## src/lusc_pkg.sv

```systemverilog
// Constants, encodings and register layout of the line unit serial command port.
// Assumes one system clock of 20 MHz on both ends; the serial link is sampled, not clocked on.
// Operation
// - Clock B invert picks data launch edge
// - Clock A invert picks data launch edge
// - Mode register bit four only drives mode_bit4
// - Rate bit picks DS3 or STS-1
// - E3 bit forces E3 mode
// - Loop bits decode to four loop modes
// - Host runs clock, frames with chip select
// - Device samples input on rising serial clock
// - Host shifts eight-bit header first
// - First header bit: one read, zero write
// - Bits two to five: address, LSB first
// - Host drives address bits four, five zero
// - Device ignores address bit six
// - Select bit picks violation flag or clock B
package lusc_pkg;
    localparam int         HDR_BITS        = 8;
    localparam int         DATA_BITS       = 8;
    localparam int         ADDR_BITS       = 4;
    localparam int         ADDR_LSB_POS    = 1;
    localparam logic [3:0] ADDR_CLK_CFG    = 4'h3;
    localparam logic [3:0] ADDR_MODE_CFG   = 4'h4;
    localparam logic [4:0] CLK_CFG_RESET   = 5'h00;
    localparam logic [4:0] MODE_CFG_RESET  = 5'h00;
    localparam int         CLK_A_INV_POS   = 0;
    localparam int         CLK_B_INV_POS   = 1;
    localparam int         CLK_B_SEL_POS   = 2;
    localparam int         LOOP_REMOTE_POS = 0;
    localparam int         LOOP_LOCAL_POS  = 1;
    localparam int         E3_SEL_POS      = 2;
    localparam int         RATE_SEL_POS    = 3;
    localparam logic [4:0] MODE_WR_MASK    = 5'h0f;
    localparam int         CLK_PERIOD_NS   = 50;
    localparam int         SCLK_PERIOD_NS  = 400;
    localparam int         SCLK_HALF_CYC   = SCLK_PERIOD_NS / (2 * CLK_PERIOD_NS);
    localparam int         RCLK_HALF_CYC   = 2;

    typedef enum logic [1:0] {
        LUSC_RATE_DS3 = 2'h0,
        LUSC_RATE_STS1 = 2'h1,
        LUSC_RATE_E3 = 2'h2
    } lusc_rate_t;

    typedef enum logic [1:0] {
        LUSC_LOOP_NONE = 2'h0,
        LUSC_LOOP_REMOTE = 2'h1,
        LUSC_LOOP_ANALOG = 2'h2,
        LUSC_LOOP_DIGITAL = 2'h3
    } lusc_loop_t;

    typedef enum logic [3:0] {
        LUSC_IDLE = 4'b0001,
        LUSC_CS = 4'b0010,
        LUSC_SHIFT = 4'b0100,
        LUSC_DONE = 4'b1000
    } lusc_hst_t;
endpackage

```

## src/lusc_if.sv

```systemverilog
// Four-wire serial command link between host controller and line unit.
// Assumes both ends share the system clock; only the host drives the serial clock.
`timescale 1ns/1ps
interface lusc_if;
    logic sclk;
    logic cs_n;
    logic serial_in;
    logic serial_out;
    logic serial_out_oe;
    modport dev (input sclk, input cs_n, input serial_in, output serial_out, output serial_out_oe);
    modport host (output sclk, output cs_n, output serial_in, input serial_out, input serial_out_oe);
endinterface

```

## src/lusc_sync.sv

```systemverilog
// Two-stage synchroniser for single-bit inputs from outside the clock domain.
// Assumes a free-running system clock.
`timescale 1ns/1ps
module lusc_sync #(
    parameter int          WIDTH = 1,
    parameter logic [0:0]  INIT  = 1'h0
) (
    // System
    input  wire logic             clock,
    input  wire logic             nrst,
    // Data
    input  wire logic [WIDTH-1:0] din,
    output logic      [WIDTH-1:0] dout
);
    logic [WIDTH-1:0] meta;

    always_ff @(posedge clock) begin
        if (!nrst) begin
            meta <= {WIDTH{INIT}};
            dout <= {WIDTH{INIT}};
        end else begin
            meta <= din;
            dout <= meta;
        end
    end
endmodule // lusc_sync

```

## src/lusc_dev.sv

```systemverilog
// Device end: serial command port, two command registers and their effect.
// Assumes host keeps sclk slow against clock (>= 4 clock cycles per level).
`timescale 1ns/1ps
module lusc_dev
    import lusc_pkg::*;
(
    // System
    input  wire logic       clock,
    input  wire logic       nrst,
    // Serial link
    lusc_if.dev             link,
    // Receive side status
    input  wire logic       code_violation_flag,
    input  wire logic       recovered_data,
    // Configuration results
    output logic            recovered_clock_a_out,
    output logic            recovered_data_a,
    output logic            shared_pin_out,
    output logic            recovered_data_b,
    output lusc_pkg::lusc_rate_t rate_mode,
    output lusc_pkg::lusc_loop_t loop_mode,
    output logic            mode_bit4
);
    import lusc_pkg::*;

    // ------------------------------------------------------------
    // Input synchronisers
    // ------------------------------------------------------------
    logic [1:0] pins_s;
    logic       cs_n_s;
    logic       lcv_s;
    logic       rdata_s;

    // Reset values match the idle pin levels, so no false edge follows reset
    lusc_sync #(.WIDTH(2), .INIT(1'h0)) u_sync_link (
        .clock (clock),
        .nrst  (nrst),
        .din   ({link.sclk, link.serial_in}),
        .dout  (pins_s)
    );
    lusc_sync #(.WIDTH(1), .INIT(1'h1)) u_sync_cs (
        .clock (clock),
        .nrst  (nrst),
        .din   (link.cs_n),
        .dout  (cs_n_s)
    );
    lusc_sync #(.WIDTH(2), .INIT(1'h0)) u_sync_rx (
        .clock (clock),
        .nrst  (nrst),
        .din   ({code_violation_flag, recovered_data}),
        .dout  ({lcv_s, rdata_s})
    );

    logic sclk_s;
    logic sdi_s;
    logic sclk_d;
    logic sclk_rise;
    logic sclk_fall;
    assign sclk_s    = pins_s[1];
    assign sdi_s     = pins_s[0];
    assign sclk_rise = sclk_s & ~sclk_d;
    assign sclk_fall = ~sclk_s & sclk_d;

    always_ff @(posedge clock) begin
        if (!nrst) sclk_d <= 1'h0;
        else sclk_d <= sclk_s;
    end

    // ------------------------------------------------------------
    // Serial framing
    // ------------------------------------------------------------
    logic [4:0]           bit_cnt;
    logic [HDR_BITS-1:0]  hdr;
    logic [DATA_BITS-1:0] wdata;
    logic [DATA_BITS-1:0] rshift;
    logic                 is_read;
    logic [ADDR_BITS-1:0] addr;
    logic [4:0]           clk_cfg;
    logic [4:0]           mode_cfg;
    logic [4:0]           rd_val;

    assign is_read = hdr[0];
    assign addr    = hdr[ADDR_LSB_POS +: ADDR_BITS];
    assign rd_val  = (addr == ADDR_CLK_CFG) ? clk_cfg : (addr == ADDR_MODE_CFG) ? mode_cfg : 5'h00;

    always_ff @(posedge clock) begin
        if (!nrst || cs_n_s) begin
            bit_cnt <= 5'h00;
            hdr     <= '0;
            wdata   <= '0;
        end else if (sclk_rise) begin
            if (bit_cnt < 5'(HDR_BITS)) hdr[bit_cnt[2:0]] <= sdi_s;
            else if (bit_cnt < 5'(HDR_BITS + DATA_BITS)) wdata <= {wdata[DATA_BITS-2:0], sdi_s};
            if (bit_cnt != 5'h1f) bit_cnt <= bit_cnt + 5'h01;
        end
    end

    // Read data leaves MSB first, launched on falling sclk; the host samples it on the next falling edge
    always_ff @(posedge clock) begin
        if (!nrst || cs_n_s) begin
            rshift             <= '0;
            link.serial_out    <= 1'h0;
            link.serial_out_oe <= 1'h0;
        end else if (sclk_fall && bit_cnt == 5'(HDR_BITS) && is_read) begin
            // Byte bit seven first; the three bits above the register read as zero
            link.serial_out    <= 1'h0;
            link.serial_out_oe <= 1'h1;
            rshift             <= {2'h0, rd_val, 1'h0};
        end else if (sclk_fall && link.serial_out_oe) begin
            link.serial_out <= rshift[DATA_BITS-1];
            rshift          <= {rshift[DATA_BITS-2:0], 1'h0};
        end
    end

    // ------------------------------------------------------------
    // Command registers
    // ------------------------------------------------------------
    logic wr_commit;
    assign wr_commit = sclk_rise && !cs_n_s && !is_read && bit_cnt == 5'(HDR_BITS + DATA_BITS - 1);

    always_ff @(posedge clock) begin
        if (!nrst) begin
            clk_cfg  <= CLK_CFG_RESET;
            mode_cfg <= MODE_CFG_RESET;
        end else if (wr_commit) begin
            if (addr == ADDR_CLK_CFG) clk_cfg <= {wdata[3:0], sdi_s};
            if (addr == ADDR_MODE_CFG) mode_cfg <= {wdata[3:0], sdi_s};
        end
    end

    // Bit four is stored for readback and driven on mode_bit4; it sets no rate or loop mode
    assign mode_bit4 = mode_cfg[4];

    always_ff @(posedge clock) begin
        if (!nrst) begin
            rate_mode <= LUSC_RATE_DS3;
            loop_mode <= LUSC_LOOP_NONE;
        end else begin
            if (mode_cfg[E3_SEL_POS]) rate_mode <= LUSC_RATE_E3;
            else if (mode_cfg[RATE_SEL_POS]) rate_mode <= LUSC_RATE_STS1;
            else rate_mode <= LUSC_RATE_DS3;
            loop_mode <= lusc_loop_t'({mode_cfg[LOOP_LOCAL_POS], mode_cfg[LOOP_REMOTE_POS]});
        end
    end

    // ------------------------------------------------------------
    // Recovered clock and data launch
    // ------------------------------------------------------------
    logic [1:0] rdiv;
    logic       rclk;
    logic       rclk_rise;
    logic       rclk_fall;
    logic       data_b_raw;
    assign rclk_rise = (rdiv == 2'(RCLK_HALF_CYC - 1)) && !rclk;
    assign rclk_fall = (rdiv == 2'(RCLK_HALF_CYC - 1)) && rclk;

    always_ff @(posedge clock) begin
        if (!nrst) begin
            rdiv <= 2'h0;
            rclk <= 1'h0;
        end else if (rdiv == 2'(RCLK_HALF_CYC - 1)) begin
            rdiv <= 2'h0;
            rclk <= ~rclk;
        end else begin
            rdiv <= rdiv + 2'h1;
        end
    end

    always_ff @(posedge clock) begin
        if (!nrst) begin
            recovered_clock_a_out <= 1'h0;
            recovered_data_a      <= 1'h0;
            recovered_data_b      <= 1'h0;
            shared_pin_out        <= 1'h0;
        end else begin
            recovered_clock_a_out <= rclk_rise ? 1'h1 : rclk_fall ? 1'h0 : recovered_clock_a_out;
            if (clk_cfg[CLK_A_INV_POS] ? rclk_fall : rclk_rise) recovered_data_a <= rdata_s;
            if (clk_cfg[CLK_B_INV_POS] ? rclk_fall : rclk_rise) recovered_data_b <= rdata_s;
            if (clk_cfg[CLK_B_SEL_POS])
                shared_pin_out <= rclk_rise ? 1'h1 : rclk_fall ? 1'h0 : shared_pin_out;
            else
                shared_pin_out <= lcv_s;
        end
    end
endmodule // lusc_dev

```

## src/flat_wrapper.sv

```systemverilog
// flat-port wrapper written by rule: the top's interface ports become plain ports
module lusc_dev_flat import lusc_pkg::*;
  (clock, nrst, code_violation_flag, recovered_data, recovered_clock_a_out, recovered_data_a, shared_pin_out, recovered_data_b, rate_mode, loop_mode, mode_bit4, link_sclk, link_cs_n, link_serial_in, link_serial_out, link_serial_out_oe);
  lusc_if link_i ();
  input  wire logic clock;
  input  wire logic nrst;
  input  wire logic code_violation_flag;
  input  wire logic recovered_data;
  output logic recovered_clock_a_out;
  output logic recovered_data_a;
  output logic shared_pin_out;
  output logic recovered_data_b;
  output lusc_pkg::lusc_rate_t rate_mode;
  output lusc_pkg::lusc_loop_t loop_mode;
  output logic mode_bit4;
  input wire logic [$bits(link_i.sclk)-1:0] link_sclk;
  input wire logic [$bits(link_i.cs_n)-1:0] link_cs_n;
  input wire logic [$bits(link_i.serial_in)-1:0] link_serial_in;
  output wire logic [$bits(link_i.serial_out)-1:0] link_serial_out;
  output wire logic [$bits(link_i.serial_out_oe)-1:0] link_serial_out_oe;
  assign link_i.sclk = link_sclk;
  assign link_i.cs_n = link_cs_n;
  assign link_i.serial_in = link_serial_in;
  assign link_serial_out = link_i.serial_out;
  assign link_serial_out_oe = link_i.serial_out_oe;
  lusc_dev u_core (.clock(clock), .nrst(nrst), .link(link_i), .code_violation_flag(code_violation_flag), .recovered_data(recovered_data), .recovered_clock_a_out(recovered_clock_a_out), .recovered_data_a(recovered_data_a), .shared_pin_out(shared_pin_out), .recovered_data_b(recovered_data_b), .rate_mode(rate_mode), .loop_mode(loop_mode), .mode_bit4(mode_bit4));
endmodule
```

## config.mk

```make
export PLATFORM = sky130hd
export DESIGN_NAME = lusc_dev_flat
export DESIGN_NICKNAME = d
export VERILOG_FILES = /design/src/lusc_pkg.sv /design/src/lusc_if.sv /design/src/lusc_sync.sv /design/src/lusc_dev.sv /design/src/flat_wrapper.sv
export SDC_FILE = /design/constraint.sdc
export NUM_CORES = 1
export LEC_CHECK = 0
export ABC_AREA = 1
export BUFFER_PORTS_ARGS = -buffer_cell sky130_fd_sc_hd__buf_2
export CORE_UTILIZATION = 31
export CTS_CLUSTER_SIZE = 14
export DETAILED_ROUTE_END_ITERATION = 10
export GPL_TIMING_DRIVEN = 0
export MAX_ROUTING_LAYER = met4
export PLACE_DENSITY = 0.51
export REMOVE_ABC_BUFFERS = 1
export SLEW_MARGIN = 20
export SYNTH_ARGS = -nofsm -noshare
export SYNTH_HDL_FRONTEND = slang
export SYNTH_SLANG_ARGS = --single-unit
```

## constraint.sdc

```tcl
create_clock -name clock -period 4.65 [get_ports clock]
set_input_delay 0.2325 -clock clock [delete_from_list [all_inputs] [get_ports clock]]
set_output_delay 0.2325 -clock clock [all_outputs]
set_load 0.05 [all_outputs]
```

==> impl_results.md <==
- DP HPWL: 3010 um
- Worst Path Arrival: 2.02 ns
- Non-filler instance count after layout: 422
- Initial DRC Count: 79
- Htree depth: 2
- Most frequent cells in the layout: dfxtp_1 (55), nor2_1 (50), nand2_1 (45)
- CTS buffer count: 5
- Post-synthesis cell type count: 22
- Total GRT Usage: 0.129
- Height of the chip: 87.7 um
- Clock Sinks: 55
- Initial antenna violation count: 0
- Crit path kind: reg2reg
- Required @ worst endpoint: 4.87 ns
- Pins over their slew limit: 0
- Die Area: 7690 um2
- Worst R2R Start: u_core.bit_cnt[1]
- Commonest non-fill, non-tap cell in the layout: dfxtp_1
- Dpl cell area: 2450 um2
- Cells on worst reg2reg path: 9
- Final Hold Vio Count: 0
- Skew-Pair Late Insertion Delay: 0.31 ns
- CP max stage delay: 0.42 ns
- Startpoint Class: flop
- Crit path cell chain: ha_1 > inv_1 > nor3_1 > ha_1 > nand3_1 > nor2_4 > nand2_2 > o21ai_0 > nor2_1
- Seq. cell area: 1100 um2
- Finished Cell Area: 2550 um2
- Routed vias/inst: 4.21
- Crit path top cell by count: ha_1
- Critical-path cell with the highest stage delay: dfxtp_1
- Share of layout cells above drive strength 1: 0.126
- Crit path time final: 1.80 ns
- Placed cells: 414
- Total power per unit cell area: 327 nW/um2
- Total Wirelength: 4130 um
- Unrepaired setup endpoints after global routing: false
- Nets: 338
- Final setup fails: 0
- Final Worst Setup Slack: 2.85 ns
- Post-cts resize count: 0
- Core Box Area: 6940 um2
- Post-Place Setup Slack: 2.82 ns
- Cells after Synth: 307
- IO Count: 18
- Clock Root Buffer: clkbuf_8
- Hold-fix buffers, CTS: 0
- WHS Path Cells: 3
- Fillers: 734
- Remaining antenna violation count: 0
- Initial core utilization: 0.328
- Outcome: complete, no violations
- PortBufs: 17
- Syn avg cell area: 7.41 um2
- Leak Pwr: 0.00112 uW
- Hold Path End: u_core.u_sync_rx.meta[0]
- Maximum vdd drop: 0.000110 V
- Syn. warnings: 0
- Die W: 87.7 um
- Final period utilization: 0.387
- Row count: 30
- Largest net degree at the start of global routing: 28
- Fin Clk Skew: 0.00794 ns
- DR vias: 1775
- Worst reg-to-reg setup slack: 2.85 ns
- Max_cap viols: 0
- Capturing point of the worst reg2reg path: u_core.mode_cfg[4]
- Flops & latches, synth: 55
- Seq/Total Area, Yosys: 0.484
- Hold path start: recovered_data
- Antenna Cells: 0
- Cell area after synthesis: 2280 um2
- First-pass GRT wire length: 7400 um
- Clock slew at reported path FFs: 0.11 ns
- Global route overflow: 0
- DR WL/cell: 9.78 um
- Crit end category: flop
- Worst Path Max Fanout: 6
- Hold WC Path Type: in2reg
- CTS tree: done
- RD Place Congestion: 0.813
- Vias in the first global route: 1618
- Slew @ Worst Pin: 0.651 ns
- Final core occ: 0.368
- Clock tree buffer depth: 2
- Area of the multi-input gates: 975 um2
- # DRC: 0
- Max_slew headroom: 0.565
- First drt pass iteration count: 4
- Setup Fix Bufs, Post-CTS: 0
- F_max: 556 MHz
- Area Overhead vs Synth: 12.1%
- Total negative slack: 0 ns
## kinds of logic after synthesis
logic type	share of synthesized area
and+or+nand+nor	0.286
DFF	0.484
buffers and inverters	0.0880
AOI/OAI and AO/OA	0.109
adders and majority gates	0.0330
## report_power, final
group | switching (uW) | internal, uW
Sequential | 6.10 | 482
Combinational | 37.6 | 16.4
Clock | 165 | 126
Total | 209 | 625
## sequential cells by signal, summed over array words and instances (netlist names), 2 cells and up
| name | count |
|---|---|
| u_core.bit_cnt | 5 |
| u_core.clk_cfg | 5 |
| u_core.hdr | 5 |
| u_core.loop_mode | 2 |
| u_core.mode_cfg | 5 |
| u_core.rate_mode | 2 |
| u_core.rdiv | 2 |
| u_core.rshift | 7 |
| u_core.u_sync_link.dout | 2 |
| u_core.u_sync_link.meta | 2 |
| u_core.u_sync_rx.dout | 2 |
| u_core.u_sync_rx.meta | 2 |
| u_core.wdata | 4 |
## how the worst max path moves through the flow
stage,to,cells after the start,from
2_1_floorplan,u_core.clk_cfg[4],9,u_core.bit_cnt[1]
3_3_place_gp,u_core.bit_cnt[2],5,nrst
3_5_place_dp,u_core.bit_cnt[2],5,nrst
4_1_cts,u_core.mode_cfg[4],9,u_core.bit_cnt[1]
5_1_grt,u_core.clk_cfg[3],9,u_core.bit_cnt[1]
6_report,u_core.mode_cfg[4],9,u_core.bit_cnt[1]
## layout make-up
cell class	instances	share of cell area
clock inverters	2	0.00784
flip-flops and latches	55	0.431
multi-input cells	201	0.382
inverters	45	0.0662
clock buffers	6	0.0324
repair buffers	17	0.0333
well taps	96	0.0471
## per-stage QoR
step                      hold slack, ns  total power (uW)
after floorplan                    0.326               539
after global placement             0.395               554
after detailed placement           0.395               554
after CTS                         0.0767               848
after global routing              0.0881               875
final                             0.0922               834
## layer usage
metal / vias to the layer above / GRT usage / share of wire
li1: 1007 / - / -
met1: 737 / 0.164 / 0.53
met2: 26 / 0.199 / 0.43
met3: 5 / 0.0311 / 0.028
met4: 0 / 0.0492 / 0.015
met5: - / - / 0
## synth_stat cells (all sizes together)
master	n	area [um2]
nor2	56	240
dfxtp	55	1100
nand2	47	181
inv	45	169
o21ai	32	160
nand3	27	140
a21oi	15	75.1
nor3	11	55.1
ha	6	75.1
buf	4	23.8
nand3b	3	22.5
a31oi	2	12.5
clkbuf	2	7.51
or2	2	12.5
## critical path, delay by kind of cell (launching register included)
| kind | cells | cell delay [ns] |
|---|---|---|
| AND/OR/NAND/NOR | 5 | 0.61 |
| flip-flops | 1 | 0.42 |
| adder cells (fa/ha/maj) | 2 | 0.43 |
| buffers and inverters | 1 | 0.05 |
| AO/OA/AOI/OAI | 1 | 0.19 |
Note: power is estimated with default switching activity, not from simulation.
